`config.mk`:
```
export PLATFORM = sky130hd
export DESIGN_NAME = ext_bus_strobe_wait_ctrl
export DESIGN_NICKNAME = d
export VERILOG_FILES = /design/src/common/ext_bus_pkg.sv /design/src/design/ext_bus_strobe_wait_ctrl.sv
export VERILOG_INCLUDE_DIRS = /design/src /design/src/common
export SDC_FILE = /design/constraint.sdc
export NUM_CORES = 1
export LEC_CHECK = 0
export BUFFER_PORTS_ARGS = -buffer_cell sky130_fd_sc_hd__buf_2
export CAP_MARGIN = 25
export CORE_ASPECT_RATIO = 1.4
export CORE_MARGIN = 5
export CORE_UTILIZATION = 44
export DETAILED_ROUTE_END_ITERATION = 8
export PLACE_DENSITY = 0.76
export SETUP_SLACK_MARGIN = 0.5
export SLEW_MARGIN = 5
export SYNTH_ARGS = -nofsm -noshare
export SYNTH_HDL_FRONTEND = slang
export SYNTH_SLANG_ARGS = --single-unit
```
`constraint.sdc`:
```
create_clock -name CLOCK -period 1.7 [get_ports CLOCK]
set_clock_uncertainty 0.05 [all_clocks]
set_input_delay 0.34 -clock CLOCK [delete_from_list [all_inputs] [get_ports CLOCK]]
set_output_delay 0.34 -clock CLOCK [all_outputs]
set_load 0.01 [all_outputs]
```
`src/common/ext_bus_defines.svh`:
```
// constants for the external bus strobe and wait controller
//
// Summary of operation
// RULE1 - upper lane enable low for word stores and high-byte stores, both widths; on the 8-bit bus the code asserts it for odd-address stores only
// RULE2 - strobe mode bit 1 selects upper lane enable, 0 high lane store strobe
// RULE3 - 16-bit bus: high lane store strobe on high-byte and word stores only
// RULE4 - 8-bit bus: high lane store strobe on every external store
// RULE5 - ready high sampled: cycle completes with no wait states
// RULE6 - ready sampled at bus clock falling edge; low inserts a wait state
// RULE7 - waits stop on ready high or when count reaches wait limit field
// RULE8 - ready ignored for internal accesses, used on external bus only
// RULE9 - ready honoured during configuration byte fetch before limit is loaded
// RULE10 - top bus bit is address-only on 8-bit bus, address/data on 16-bit
// RULE11 - low lane store strobe for low byte of word, every store on 8-bit bus
// RULE12 - companion pin is low lane strobe when mode 0, general store strobe mode 1
// RULE13 - read strobe only during external reads
// RULE14 - wait limit field is unsigned count of maximum wait states
// RULE15 - slow device drives ready low before falling edge while it needs time
`ifndef EXT_BUS_DEFINES_SVH
`define EXT_BUS_DEFINES_SVH
`define CFG_STROBE_MODE_BIT 2
`define CFG_WAIT_LO_BIT     4
`define CFG_WAIT_HI_BIT     5
`define CLK_DIV_HALF        2
`define BOOT_WAIT_LIMIT     2'h3
`endif

```
`src/common/ext_bus_pkg.sv`:
```
// types for the external bus strobe and wait controller
package ext_bus_pkg;
    typedef enum logic [2:0] {
        ST_IDLE = 3'h0,
        ST_ADDR = 3'h1,
        ST_DATA = 3'h3,
        ST_WAIT = 3'h2,
        ST_END  = 3'h6
    } bus_state_t;
endpackage : ext_bus_pkg

```
`src/design/ext_bus_strobe_wait_ctrl.sv`:
```
// external bus cycle sequencer with strobes and ready-driven waits
`timescale 1ns/1ns
`include "ext_bus_defines.svh"
module ext_bus_strobe_wait_ctrl (
    input  wire logic        CLOCK,
    input  wire logic        SRST,
    input  wire logic        REQ,
    input  wire logic        REQ_EXTERNAL,
    input  wire logic        REQ_WRITE,
    input  wire logic        REQ_WORD,
    input  wire logic [15:0] REQ_ADDR,
    input  wire logic [15:0] REQ_WDATA,
    input  wire logic        BUS_WIDTH16,
    input  wire logic        CFG_LOAD,
    input  wire logic [7:0]  CFG_BYTE,
    input  wire logic        READY,
    input  wire logic [15:0] AD_IN,
    output logic             DONE,
    output logic [15:0]      RDATA,
    output logic             BUSY,
    output logic             BUS_CLOCK_OUT,
    output logic [15:0]      AD_OUT,
    output logic [15:0]      AD_OE,
    output logic             ALE,
    output logic             RD_N,
    output logic             STROBE_LOW_N,
    output logic             STROBE_HIGH_N,
    output logic [1:0]       WAIT_COUNT
);
    // ************************************************************
    // state
    // ************************************************************
    ext_bus_pkg::bus_state_t st_q;
    ext_bus_pkg::bus_state_t st_d;
    logic        rdy_m_q;
    logic        rdy_s_q;
    logic        cfg_ok_q;
    logic        cfg_ok_d;
    logic        mode_q;
    logic        mode_d;
    logic [1:0]  lim_q;
    logic [1:0]  lim_d;
    logic [1:0]  wc_q;
    logic [1:0]  wc_d;
    logic        wr_q;
    logic        wr_d;
    logic        word_q;
    logic        word_d;
    logic        w16_q;
    logic        w16_d;
    logic [15:0] addr_q;
    logic [15:0] addr_d;
    logic [15:0] wdat_q;
    logic [15:0] wdat_d;
    logic [15:0] rdat_q;
    logic [15:0] rdat_d;
    logic        done_q;
    logic        done_d;
    logic        ale_q;
    logic        ale_d;
    logic        rd_q;
    logic        rd_d;
    logic        sl_q;
    logic        sl_d;
    logic        sh_q;
    logic        sh_d;
    logic        clk_q;
    logic        clk_d;
    logic        busy_q;
    logic        busy_d;
    logic [15:0] ado_q;
    logic [15:0] ado_d;
    logic [15:0] adoe_q;
    logic [15:0] adoe_d;
    logic        fall;
    logic [2:0]  strb;

    // ************************************************************
    // strobe decode: {read, low lane, high lane}, all active low
    // ************************************************************
    function automatic logic [2:0] strobe_decode(
        input logic wr,
        input logic word,
        input logic odd,
        input logic w16,
        input logic mode
    );
        logic hi;
        logic lo;
        logic [2:0] res;
        // upper byte involved: word store or odd address
        hi = wr && (word || odd);
        lo = wr && (word || !odd);
        res[2] = wr; // RULE13
        res[1] = !(wr && (mode || !w16 || lo)); // RULE11 RULE12
        res[0] = mode ? !(hi && w16 || wr && odd)   // RULE1
                      : !(w16 ? hi : wr);           // RULE3 RULE4
        return res;
    endfunction : strobe_decode

    // ************************************************************
    // next state
    // ************************************************************
    always_comb begin
        fall = clk_q;
        strb = strobe_decode(wr_q, word_q, addr_q[0], w16_q, mode_q);
        st_d = st_q;
        cfg_ok_d = cfg_ok_q;
        mode_d = mode_q;
        lim_d = lim_q;
        if (CFG_LOAD) begin
            cfg_ok_d = 1'b1;
            mode_d = CFG_BYTE[`CFG_STROBE_MODE_BIT]; // RULE2
            lim_d = {CFG_BYTE[`CFG_WAIT_HI_BIT], CFG_BYTE[`CFG_WAIT_LO_BIT]}; // RULE14
        end
        wc_d = wc_q;
        wr_d = wr_q;
        word_d = word_q;
        w16_d = w16_q;
        addr_d = addr_q;
        wdat_d = wdat_q;
        rdat_d = rdat_q;
        done_d = 1'b0;
        ale_d = 1'b0;
        rd_d = 1'b1;
        sl_d = 1'b1;
        sh_d = 1'b1;
        // bus clock rests low outside a bus cycle
        clk_d = (st_q == ext_bus_pkg::ST_IDLE || st_q == ext_bus_pkg::ST_END) ? 1'b0 : !clk_q;
        ado_d = ado_q;
        adoe_d = 16'h0000;
        case (st_q)
            ext_bus_pkg::ST_IDLE: begin
                if (REQ) begin
                    wr_d = REQ_WRITE;
                    word_d = REQ_WORD;
                    w16_d = BUS_WIDTH16;
                    addr_d = REQ_ADDR;
                    wdat_d = REQ_WDATA;
                    wc_d = 2'h0;
                    if (REQ_EXTERNAL) begin
                        st_d = ext_bus_pkg::ST_ADDR;
                        ale_d = 1'b1;
                        ado_d = REQ_ADDR;
                        adoe_d = 16'hFFFF;
                    end else begin
                        done_d = 1'b1; // RULE8
                    end
                end
            end
            ext_bus_pkg::ST_ADDR: begin
                st_d = ext_bus_pkg::ST_DATA;
                // strobes open with the data phase so the fall samples a driven bus
                rd_d = strb[2];
                sl_d = strb[1];
                sh_d = strb[0];
                // RULE10
                adoe_d = w16_q ? (wr_q ? 16'hFFFF : 16'h0000) : (wr_q ? 16'hFFFF : 16'hFF00);
                ado_d = w16_q ? wdat_q : {addr_q[15:8], (addr_q[0] ? wdat_q[15:8] : wdat_q[7:0])};
            end
            ext_bus_pkg::ST_DATA, ext_bus_pkg::ST_WAIT: begin
                adoe_d = adoe_q;
                rd_d = strb[2];
                sl_d = strb[1];
                sh_d = strb[0];
                if (fall) begin
                    // RULE6 RULE7 RULE9 - before config load the boot limit applies
                    if (!rdy_s_q && wc_q < (cfg_ok_q ? lim_q : `BOOT_WAIT_LIMIT)) begin
                        wc_d = wc_q + 2'h1;
                        st_d = ext_bus_pkg::ST_WAIT;
                    end else begin
                        st_d = ext_bus_pkg::ST_END; // RULE5
                        if (!wr_q) begin
                            rdat_d = w16_q ? AD_IN : {8'h00, AD_IN[7:0]};
                        end
                    end
                end
            end
            ext_bus_pkg::ST_END: begin
                done_d = 1'b1;
                st_d = ext_bus_pkg::ST_IDLE;
            end
            default: begin
                st_d = ext_bus_pkg::ST_IDLE;
            end
        endcase
        busy_d = (st_d != ext_bus_pkg::ST_IDLE);
    end

    // ************************************************************
    // registers
    // ************************************************************
    always_ff @(posedge CLOCK) begin
        rdy_m_q <= READY;
        rdy_s_q <= rdy_m_q;
        if (SRST) begin
            st_q <= ext_bus_pkg::ST_IDLE;
            cfg_ok_q <= 1'b0;
            mode_q <= 1'b0;
            lim_q <= 2'h0;
            wc_q <= 2'h0;
            wr_q <= 1'b0;
            word_q <= 1'b0;
            w16_q <= 1'b0;
            addr_q <= 16'h0000;
            wdat_q <= 16'h0000;
            rdat_q <= 16'h0000;
            done_q <= 1'b0;
            ale_q <= 1'b0;
            rd_q <= 1'b1;
            sl_q <= 1'b1;
            sh_q <= 1'b1;
            clk_q <= 1'b0;
            busy_q <= 1'b0;
            ado_q <= 16'h0000;
            adoe_q <= 16'h0000;
        end else begin
            st_q <= st_d;
            cfg_ok_q <= cfg_ok_d;
            mode_q <= mode_d;
            lim_q <= lim_d;
            wc_q <= wc_d;
            wr_q <= wr_d;
            word_q <= word_d;
            w16_q <= w16_d;
            addr_q <= addr_d;
            wdat_q <= wdat_d;
            rdat_q <= rdat_d;
            done_q <= done_d;
            ale_q <= ale_d;
            rd_q <= rd_d;
            sl_q <= sl_d;
            sh_q <= sh_d;
            clk_q <= clk_d;
            busy_q <= busy_d;
            ado_q <= ado_d;
            adoe_q <= adoe_d;
        end
    end

    // ************************************************************
    // outputs
    // ************************************************************
    assign DONE = done_q;
    assign RDATA = rdat_q;
    assign BUSY = busy_q;
    assign BUS_CLOCK_OUT = clk_q;
    assign AD_OUT = ado_q;
    assign AD_OE = adoe_q;
    assign ALE = ale_q;
    assign RD_N = rd_q;
    assign STROBE_LOW_N = sl_q;
    assign STROBE_HIGH_N = sh_q;
    assign WAIT_COUNT = wc_q;
endmodule : ext_bus_strobe_wait_ctrl

```
==> impl_metrics.py, run 1 <==
metrics = {
    "status": {
        "run_status": "finished with violations",
        "failed_checks": "setup timing",
    },
    "synthesis": {
        "synth_area_leaders": "sky130_fd_sc_hd__dfxtp_1, sky130_fd_sc_hd__nand2_1, sky130_fd_sc_hd__a21oi_1, sky130_fd_sc_hd__mux2i_1, sky130_fd_sc_hd__buf_4",
        "synth_top_cell_by_area": "sky130_fd_sc_hd__dfxtp_1",
        "post_synth_edffs": 0,
        "synth.distinct_cells": 38,
        "ys_dominant_reg_cell": "sky130_fd_sc_hd__dfxtp_1",
        "synth.yosys.seq_area_share_pct": 49.1,
        "syn_inst": 372,
        "synth.cell_area_um2": 3260,
        "synth_warnings": 0,
        "synthesis.area_per_instance_um2": 8.78,
        "synth_nets": 438,
        "yosys_register_bits": 80,
        "postSynth.asyncResetShare_pct": 0,
        "synthDominantCellAreaShare_pct": 49.1,
    },
    "pwr": {
        "leakage_nw": 2.34,
        "worst_ir_drop_vdd_mv": 0.631,
        "power.density_cell_area_nw_per_um2": 901,
        "overall_power_mw": 5.20,
    },
    "placed_design": {
        "postPlaceCellArea_um2": 3940,
        "gp_congestion": 0.810,
        "dpl.hpwl_um": 5870,
        "io_buffers": 116,
        "placement_stage_worst_setup_slack_ps": -147,
    },
    "grt": {
        "antenna_found_initial": 0,
        "maximum_number_of_pins_on_one_net_before_global_route_repair": 44,
        "grt_first_pass_wirelength_um": 17000,
        "global_route.usage.total_pct": 24.1,
        "grt_overflow_total": 0,
        "first_global_vias": 3491,
    },
    "drt": {
        "wire_per_inst_um": 21.0,
        "dr.pass1.iters": 5,
        "route.detailed.vias_per_inst": 5.76,
        "final_wirelength_um": 13100,
        "detailroute.via_count": 3595,
        "drt_drc_violations_left": 0,
        "drtAntennaViolNets": 0,
        "drt_iter0_markers": 267,
    },
    "critical_path": {
        "worst-setup-path-type": "reg -> reg",
        "critical_path_required_ps": 1950,
        "start_kind": "flip-flop",
        "critPathArrivalTime_ps": 2150,
        "timing.critical_path.fanout_max": 8,
        "endpoint_kind": "flip-flop",
        "worst-r2r-setup-slack_ps": -210,
    },
    "die": {
        "placementRows": 37,
        "ios": 122,
        "dieWidth_um": 82.8,
        "coreArea_um2": 7310,
        "die_height_um": 112,
        "die_footprint_um2": 9270,
        "initial_util_pct": 44.6,
    },
    "worst_hold_path": {
        "timing.hold.worst.class": "in -> reg",
    },
    "timing": {
        "min_tclk_post_route_ps": 1910,
        "rsz0062_at_grt": "true",
        "slew_headroom_pct": 76.4,
        "tightestPinTransition_ps": 352,
        "fraction_of_the_cycle_the_final_worst_path_needs_pct": 112,
        "achievable-frequency_ghz": 0.525,
        "postLayoutSetupSlackWorst_ps": -206,
        "report.final.slew_viol_count": 0,
        "report.final.setup_viol": 18,
        "timing_hold_violations_final": 0,
    },
    "cells_and_area": {
        "area_growth_syn_to_layout_pct": 76.8,
        "stdcell_area_um2": 5770,
        "drive_above_1_share_pct": 74.0,
        "antenna_cells": 0,
        "area_of_the_multi_input_gates_um2": 2180,
        "finish.net_count": 588,
        "seq_area_um2": 1680,
        "fill_cells": 410,
    },
    "cts": {
        "cts_root_buf": "sky130_fd_sc_hd__clkbuf_8",
        "count_of_clock_tree_sinks": 80,
        "tritoncts": "built",
        "worstSkewPairLatency_ps": 370,
        "clk_pin_slew_ps": 90,
        "cts-root-to-sink-buffers": 2,
        "htree_levels": 3,
        "cts_made_buffers": 9,
        "cts-hold-fix-buffers": 0,
    },
    "job": {
        "drv_cap": 0,
    },
}
-- placed cells by master, fill, tap and decap left out, types with 2 or more instances in the layout --
cell,instances
sky130_fd_sc_hd__clkbuf_8,11
sky130_fd_sc_hd__a21oi_4,2
sky130_fd_sc_hd__dfxtp_2,38
sky130_fd_sc_hd__o211ai_1,2
sky130_fd_sc_hd__a211oi_4,2
sky130_fd_sc_hd__nand3b_1,4
sky130_fd_sc_hd__nor3_2,2
sky130_fd_sc_hd__o21ai_2,7
sky130_fd_sc_hd__or3_4,4
sky130_fd_sc_hd__nor3_4,2
sky130_fd_sc_hd__clkinv_2,2
sky130_fd_sc_hd__nand3_2,7
sky130_fd_sc_hd__or2_4,2
sky130_fd_sc_hd__buf_6,77
sky130_fd_sc_hd__nand2b_4,2
sky130_fd_sc_hd__a221o_2,8
sky130_fd_sc_hd__nor2_1,10
sky130_fd_sc_hd__o2bb2ai_2,8
sky130_fd_sc_hd__nand2_2,30
sky130_fd_sc_hd__dfxtp_4,7
sky130_fd_sc_hd__inv_1,2
sky130_fd_sc_hd__nand2_4,27
sky130_fd_sc_hd__mux2i_1,18
sky130_fd_sc_hd__clkinvlp_4,2
sky130_fd_sc_hd__nor2_2,6
sky130_fd_sc_hd__nor2_4,5
sky130_fd_sc_hd__buf_12,7
sky130_fd_sc_hd__dfxtp_1,35
sky130_fd_sc_hd__a21oi_2,30
sky130_fd_sc_hd__a21oi_1,18
sky130_fd_sc_hd__nand2_1,36
sky130_fd_sc_hd__nand4b_1,2
sky130_fd_sc_hd__buf_4,22
sky130_fd_sc_hd__clkbuf_16,2
sky130_fd_sc_hd__buf_2,65
-- metal layers --
metal	wire length (um)	track usage [%]
met3	1060	7.20
met2	6770	41.7
met1	4700	26.0
met4	584	11.6
met5	0	0
-- synth_stat cells, types with 2 or more instances --
cell                        instances
sky130_fd_sc_hd__a211oi_2           2
sky130_fd_sc_hd__a21oi_1           50
sky130_fd_sc_hd__a221o_2            8
sky130_fd_sc_hd__buf_2              7
sky130_fd_sc_hd__buf_4             14
sky130_fd_sc_hd__buf_6              4
sky130_fd_sc_hd__clkbuf_1          13
sky130_fd_sc_hd__dfxtp_1           80
sky130_fd_sc_hd__inv_1              3
sky130_fd_sc_hd__mux2i_1           20
sky130_fd_sc_hd__nand2_1           93
sky130_fd_sc_hd__nand2b_1           2
sky130_fd_sc_hd__nand3_1            8
sky130_fd_sc_hd__nand3b_1           4
sky130_fd_sc_hd__nand4b_1           2
sky130_fd_sc_hd__nor2_1            20
sky130_fd_sc_hd__nor2b_1            2
sky130_fd_sc_hd__nor3_1             3
sky130_fd_sc_hd__o211ai_1           2
sky130_fd_sc_hd__o21ai_0            9
sky130_fd_sc_hd__o2bb2ai_1          8
sky130_fd_sc_hd__or3_1              2
-- sequential cells by signal, summed over array words and instances (netlist names), 2 cells and up --
signal and cells:
AD_OUT 16, RDATA 16, wdat_q 16, addr_q 9, st_q 3, AD_OE 2
WAIT_COUNT 2, lim_q 2
-- metrics by stage --
step	util, %	TNS (ps)	hold slack [ps]	std cells
floorplan	-	-189	260	372
global placement	53.8	-230	265	565
detailed placement	53.8	-1050	273	565
CTS	72.1	-713	36.9	605
global route	78.9	-3820	26.1	624
finish	78.9	-2380	30.3	624
-- cell families after synthesis --
kind of cell | count (synthesis) | share of synthesized area (%)
buf+inv | 42 | 7.63
flops | 80 | 49.1
simple gates | 144 | 20.1
fa+ha+maj | 1 | 0.383
compound gates | 85 | 16.7
mux | 20 | 6.13
-- where the power goes --
part / total, mW / internal, mW / switching, mW
Combinational: 1.54 / 0.762 / 0.775
Sequential: 2.16 / 2.02 / 0.138
Clock: 1.51 / 0.754 / 0.751
Total: 5.20 / 3.54 / 1.66
-- area by class of cell --
cell class	instances	share of cell area, %
Clock buffer	11	2.62
Clock inverter	5	0.954
Inverter	3	0.195
Multi-Input combinational cell	254	37.7
Sequential cell	80	29.0
Tap cell	97	2.10
Timing Repair Buffer	174	27.4
-- final timing paths --
path / from / endpoint / cells after the start
max: cfg_ok_q / RDATA[10] / 7
min: READY / rdy_m_q / 1
max reg2reg: cfg_ok_q / RDATA[10] / 7
min reg2reg: rdy_m_q / rdy_s_q / 0
-- critical path, stage by stage, from the launching register on --
cell and delay (ps):
sky130_fd_sc_hd__dfxtp_2 330, sky130_fd_sc_hd__nor2b_4 120, sky130_fd_sc_hd__ha_4 280, sky130_fd_sc_hd__nand3b_1 210, sky130_fd_sc_hd__a211oi_4 370, sky130_fd_sc_hd__buf_6 210, sky130_fd_sc_hd__nand3_2 80, sky130_fd_sc_hd__a21oi_2 160
-- timing repair --
action                                  4_1_cts  5_1_grt
endpoints found under the hold margin         0        0
resized for setup                           246       78
pin swaps                                    54       29
cloned                                        7        3
buffers inserted                             17       16
endpoints found under the setup margin      119      127
Note: power is estimated with default switching activity, not from simulation.
==> run 2: changes to the inputs <==
--- a/config.mk
+++ b/config.mk
@@ -13,7 +13,7 @@
 export CORE_UTILIZATION = 44
 export DETAILED_ROUTE_END_ITERATION = 8
 export PLACE_DENSITY = 0.76
-export SETUP_SLACK_MARGIN = 0.5
+export SETUP_SLACK_MARGIN = 0.3
 export SLEW_MARGIN = 5
 export SYNTH_ARGS = -nofsm -noshare
 export SYNTH_HDL_FRONTEND = slang
==> run 2 against run 1 <==
  * The run still ends with setup timing left
  * Die area unchanged
  * Non-clock buffer count down 14
  * Wire length decreased by 20%
  * Total power fell by 12%
  * Largest cell class unchanged
==> impl_metrics.py, run 2 (synthesized netlist as in run 1, its figures left out) <==
metrics = {
    "die": {
        "die_height_um": 112,
        "die_footprint_um2": 9270,
        "placementRows": 37,
        "coreArea_um2": 7310,
        "ios": 122,
        "dieWidth_um": 82.8,
        "initial_util_pct": 44.6,
    },
    "timing": {
        "min_tclk_post_route_ps": 1760,
        "report.final.setup_viol": 2,
        "tns_ps": -58.8,
        "tightestPinTransition_ps": 393,
        "hold_slack_ps": 45.3,
        "slew_headroom_pct": 73.8,
        "rsz0062_at_grt": "true",
        "report.final.slew_viol_count": 0,
        "fraction_of_the_cycle_the_final_worst_path_needs_pct": 103,
        "achievable-frequency_ghz": 0.569,
        "postLayoutSetupSlackWorst_ps": -56.3,
        "timing_hold_violations_final": 0,
    },
    "pwr": {
        "leakage_nw": 2.09,
        "worst_ir_drop_vdd_mv": 0.728,
        "power.density_cell_area_nw_per_um2": 933,
        "overall_power_mw": 4.60,
    },
    "critical_path": {
        "critical_path_required_ps": 1920,
        "worst-setup-path-type": "reg -> reg",
        "r2r-start": "cfg_ok_q",
        "start_kind": "flip-flop",
        "endpoint_kind": "flip-flop",
        "critPathArrivalTime_ps": 1980,
        "critical_path.startpoint": "cfg_ok_q",
        "timing.critical_path.fanout_max": 2,
    },
    "cts": {
        "cts_made_buffers": 9,
        "worstSkewPairLatency_ps": 360,
        "htree_levels": 3,
        "tritoncts": "built",
        "clk_pin_slew_ps": 70,
        "cts-hold-fix-buffers": 0,
        "cts-root-to-sink-buffers": 2,
        "cts_root_buf": "sky130_fd_sc_hd__clkbuf_8",
        "count_of_clock_tree_sinks": 80,
    },
    "drt": {
        "dr.pass1.iters": 4,
        "wire_per_inst_um": 17.4,
        "drt_iter0_markers": 247,
        "drt_drc_violations_left": 0,
        "route.detailed.vias_per_inst": 5.31,
        "final_wirelength_um": 10500,
        "drtAntennaViolNets": 0,
        "detailroute.via_count": 3213,
    },
    "cells_and_area": {
        "finalCoreUtilization_pct": 67.4,
        "layout_commonest_cell": "sky130_fd_sc_hd__buf_2",
        "drive_above_1_share_pct": 60.0,
        "fill_cells": 555,
        "final_cell_mix": "sky130_fd_sc_hd__buf_2, sky130_fd_sc_hd__dfxtp_1, sky130_fd_sc_hd__nand2_1",
        "finish.net_count": 570,
        "antenna_cells": 0,
        "final_non_filler_cell_total": 605,
        "area_growth_syn_to_layout_pct": 50.9,
    },
    "placed_design": {
        "dpl.cell_count": 569,
        "io_buffers": 116,
        "gp_congestion": 0.812,
        "dpl.hpwl_um": 5860,
    },
    "status": {
        "failed_checks": "setup timing",
        "run_status": "finished with violations",
    },
    "grt": {
        "antenna_found_initial": 0,
        "first_global_vias": 3040,
        "global_route.usage.total_pct": 19.0,
        "grt_first_pass_wirelength_um": 13800,
        "maximum_number_of_pins_on_one_net_before_global_route_repair": 43,
        "grt_overflow_total": 0,
    },
    "worst_hold_path": {
        "timing.hold.worst.class": "in -> reg",
        "worstHoldStart": "READY",
    },
    "job": {
        "drv_cap": 0,
    },
}
[run 2: routing by layer]
layer | wire (um) | up-vias | part of all wire [%] | global-route usage (%)
met5 | 0 | - | 0 | 0
met4 | 322 | 0 | 3.1 | 7.31
met3 | 858 | 31 | 8.1 | 7.61
met2 | 5340 | 135 | 51 | 31.6
met1 | 4020 | 1523 | 38 | 21.4
li1 | - | 1524 | - | -
[run 2: report_power, final]
group | leakage, nW | switching [mW] | internal [mW]
sequential | 0.657 | 0.124 | 2.01
clock | 0.0882 | 0.666 | 0.598
combinational | 1.35 | 0.638 | 0.561
[run 2: worst max-delay path, cell delays in order, from the launching register on]
cell	delay, ps
sky130_fd_sc_hd__dfxtp_2	330
sky130_fd_sc_hd__nor2b_4	150
sky130_fd_sc_hd__ha_4	200
sky130_fd_sc_hd__a211oi_2	200
sky130_fd_sc_hd__nand3b_1	130
sky130_fd_sc_hd__or4b_1	500
sky130_fd_sc_hd__o211ai_1	100
[run 2: final timing paths]
kind,to,slack [ps],cells after the start
setup / recovery,WAIT_COUNT[1],-60,6
hold / removal,rdy_m_q,50,1
setup reg to reg,WAIT_COUNT[1],-60,6
hold reg to reg,rdy_s_q,290,0
[run 2: timing repair]
item	4_1_cts	5_1_grt
setup endpoints to repair	63	81
resized for setup	50	127
setup buffers	7	5
gates cloned	2	7
pin swaps	28	68
[run 2: final cells by class]
class	instances	area [um2]	share of cell area, %
multi-input combinational	250	1920	38.9
sequential	80	1620	32.8
timing repair buffer	160	1090	22.1
clock buffer	12	155	3.15
tap	97	121	2.46
clock inverter	3	17.5	0.356
inverter	3	11.3	0.229
[run 2: through the flow]
stage / setup WS, ps / area (um2)
detailed placement: -76.7 / 3940
floorplan: -125 / 3290
finish: -56.3 / 4930
CTS: -43.5 / 4320
global route: -120 / 4930
global placement: -16.6 / 3940
==> run 3: changes to the inputs <==
--- a/config.mk
+++ b/config.mk
@@ -8,7 +8,7 @@
 export LEC_CHECK = 0
 export BUFFER_PORTS_ARGS = -buffer_cell sky130_fd_sc_hd__buf_2
 export CAP_MARGIN = 25
-export CORE_ASPECT_RATIO = 1.4
+export CORE_ASPECT_RATIO = 1.2
 export CORE_MARGIN = 5
 export CORE_UTILIZATION = 44
 export DETAILED_ROUTE_END_ITERATION = 8
==> run 3 against run 2 <==
  * The run still ends with setup timing left
  * Sequential cell count did not move
  * Via count barely moved
  * Wire length fell by 3.8%
  * Clock power rose by 3%
  * Cell count fell by 1.7%
  * Combinational power barely moved
  * Sequential power barely moved
  * Non-clock buffer count fell by 4
  * Critical path type unchanged
==> impl_metrics.py, run 3 (synthesized netlist as in run 1, its figures left out) <==
metrics = {
    "cts": {
        "htree_levels": 3,
        "count_of_clock_tree_sinks": 80,
        "cts_root_buf": "sky130_fd_sc_hd__clkbuf_8",
        "clk_pin_slew_ps": 80,
        "cts-hold-fix-buffers": 0,
        "cts-root-to-sink-buffers": 2,
        "tritoncts": "built",
        "worstSkewPairLatency_ps": 360,
        "cts_made_buffers": 9,
    },
    "die": {
        "coreArea_um2": 7230,
        "ios": 122,
        "die_footprint_um2": 9250,
        "placementRows": 34,
        "initial_util_pct": 45.1,
        "dieWidth_um": 88.6,
        "die_height_um": 104,
    },
    "placed_design": {
        "dpl.hpwl_um": 5820,
        "postPlaceCellArea_um2": 3910,
        "io_buffers": 116,
        "gp_congestion": 0.797,
    },
    "pwr": {
        "net-switching-power_mw": 1.46,
        "power.share.sequential_pct": 46.3,
        "leakage_nw": 2.04,
        "overall_power_mw": 4.62,
        "p_int_mw": 3.16,
        "switching_share_of_power_pct": 31.7,
        "power.density_cell_area_nw_per_um2": 940,
        "worst_ir_drop_vdd_mv": 0.598,
        "power_frac_clock_pct": 28.1,
        "combinationalPowerShare_pct": 25.6,
    },
    "grt": {
        "global_route.usage.total_pct": 17.7,
        "grt_first_pass_wirelength_um": 13100,
        "grtUsageMet1_pct": 20.7,
        "groute.layer.met2.usage_pct": 29.4,
        "global_route.usage.met3_pct": 6.26,
        "first_global_vias": 2893,
        "globalRoute.busiestLayer": "met2",
        "antenna_found_initial": 0,
        "maximum_number_of_pins_on_one_net_before_global_route_repair": 61,
        "grt_overflow_total": 0,
    },
    "cells_and_area": {
        "final_cell_mix": "sky130_fd_sc_hd__buf_2, sky130_fd_sc_hd__dfxtp_1, sky130_fd_sc_hd__nand2_1",
        "area_of_the_multi_input_gates_um2": 1920,
        "layout_commonest_cell": "sky130_fd_sc_hd__buf_2",
        "finalCoreUtilization_pct": 68.0,
        "drive_above_1_share_pct": 56.4,
        "seq_area_um2": 1620,
        "stdcell_area_um2": 4910,
        "finish.net_count": 566,
        "area_growth_syn_to_layout_pct": 50.6,
        "antenna_cells": 0,
        "fill_cells": 550,
    },
    "job": {
        "drv_cap": 0,
    },
    "timing": {
        "tightestPinTransition_ps": 395,
        "timing_hold_violations_final": 0,
        "report.final.setup_viol": 17,
        "hold_slack_ps": 41.1,
        "min_tclk_post_route_ps": 1790,
        "slew_headroom_pct": 73.4,
        "postLayoutSetupSlackWorst_ps": -89.4,
        "report.final.slew_viol_count": 0,
        "achievable-frequency_ghz": 0.559,
        "rsz0062_at_grt": "true",
        "fraction_of_the_cycle_the_final_worst_path_needs_pct": 105,
    },
    "critical_path": {
        "r2r_cells": 6,
        "critPathArrivalTime_ps": 2010,
        "timing.critical_path.fanout_max": 3,
        "critical_path_required_ps": 1920,
        "endpoint_kind": "flip-flop",
        "worst_stage_delay_on_the_critical_path_ps": 490,
        "crit_path_top_delay_cell": "sky130_fd_sc_hd__or4b_1",
        "worst-setup-path-type": "reg -> reg",
        "start_kind": "flip-flop",
        "cp_cell_sequence": "nor2b_4 > ha_4 > a211oi_4 > nand3b_1 > or4b_1 > o211ai_1",
    },
    "drt": {
        "drtAntennaViolNets": 0,
        "detailroute.via_count": 3215,
        "wire_per_inst_um": 17.0,
        "drt_drc_violations_left": 0,
        "drt_iter0_markers": 213,
        "dr.pass1.iters": 4,
        "route.detailed.vias_per_inst": 5.40,
        "final_wirelength_um": 10100,
    },
    "worst_hold_path": {
        "timing.hold.worst.class": "in -> reg",
        "worst_hold_path.num_cells": 1,
    },
    "status": {
        "run_status": "finished with violations",
        "failed_checks": "setup timing",
    },
}
[run 3: changes by cell type in the layout (fill, tap and decap cells not counted), sizes merged]
cell and delta:
buf -4, clkbuf -1, clkinvlp +2, inv +1
clkinv -1
[run 3: area by class of cell]
type	count	area share (%)
tap	90	2.29
timing repair buffer	156	21.8
clock inverter	5	0.815
sequential	80	32.9
multi-input combinational	250	39.1
inverter	3	0.229
clock buffer	11	2.88
[run 3: per-stage QoR]
step / worst slack, ps / TNS [ps] / cells
5_1_grt: -184 / -1980 / 595
4_1_cts: -62.0 / -646 / 576
3_3_place_gp: -94.6 / -1270 / 559
3_5_place_dp: -127 / -1760 / 559
6_report: -89.4 / -427 / 595
2_1_floorplan: -125 / -211 / 372
[run 3: path summary, 6_finish.rpt]
| kind | start | end | slack (ps) |
|---|---|---|---|
| max reg2reg | cfg_ok_q | WAIT_COUNT[1] | -90 |
| min | READY | rdy_m_q | 40 |
| min reg2reg | rdy_m_q | rdy_s_q | 280 |
| max | cfg_ok_q | WAIT_COUNT[1] | -90 |
[run 3: layer usage]
| metal | routed length (um) | vias to the layer above |
|---|---|---|
| met5 | 0 | - |
| met3 | 1010 | 29 |
| met1 | 3880 | 1502 |
| met2 | 4960 | 163 |
| met4 | 283 | 0 |
| li1 | - | 1521 |
[run 3: power groups by stage]
stage	clock, mW	sequential, mW	combinational (mW)
6_report	1.30	2.14	1.18
5_1_grt	1.39	2.15	1.27
4_1_cts	1.31	2.10	0.784
3_5_place_dp	0	2.14	0.754
3_3_place_gp	0	2.13	0.743
2_1_floorplan	0	2.15	0.474
[run 3: timing repair]
action,CTS,global route
gates resized for setup,19,141
setup endpoints to repair,55,79
pin swaps,14,53
setup buffers,0,10
cloned,1,9
[run 3: critical path, delay by kind of cell, from the launching register on]
family,cells,cell delay [ps]
AND/OR/NAND/NOR,3,750
AO/OA/AOI/OAI,2,350
flip-flops,1,340
adder cells (fa/ha/maj),1,210
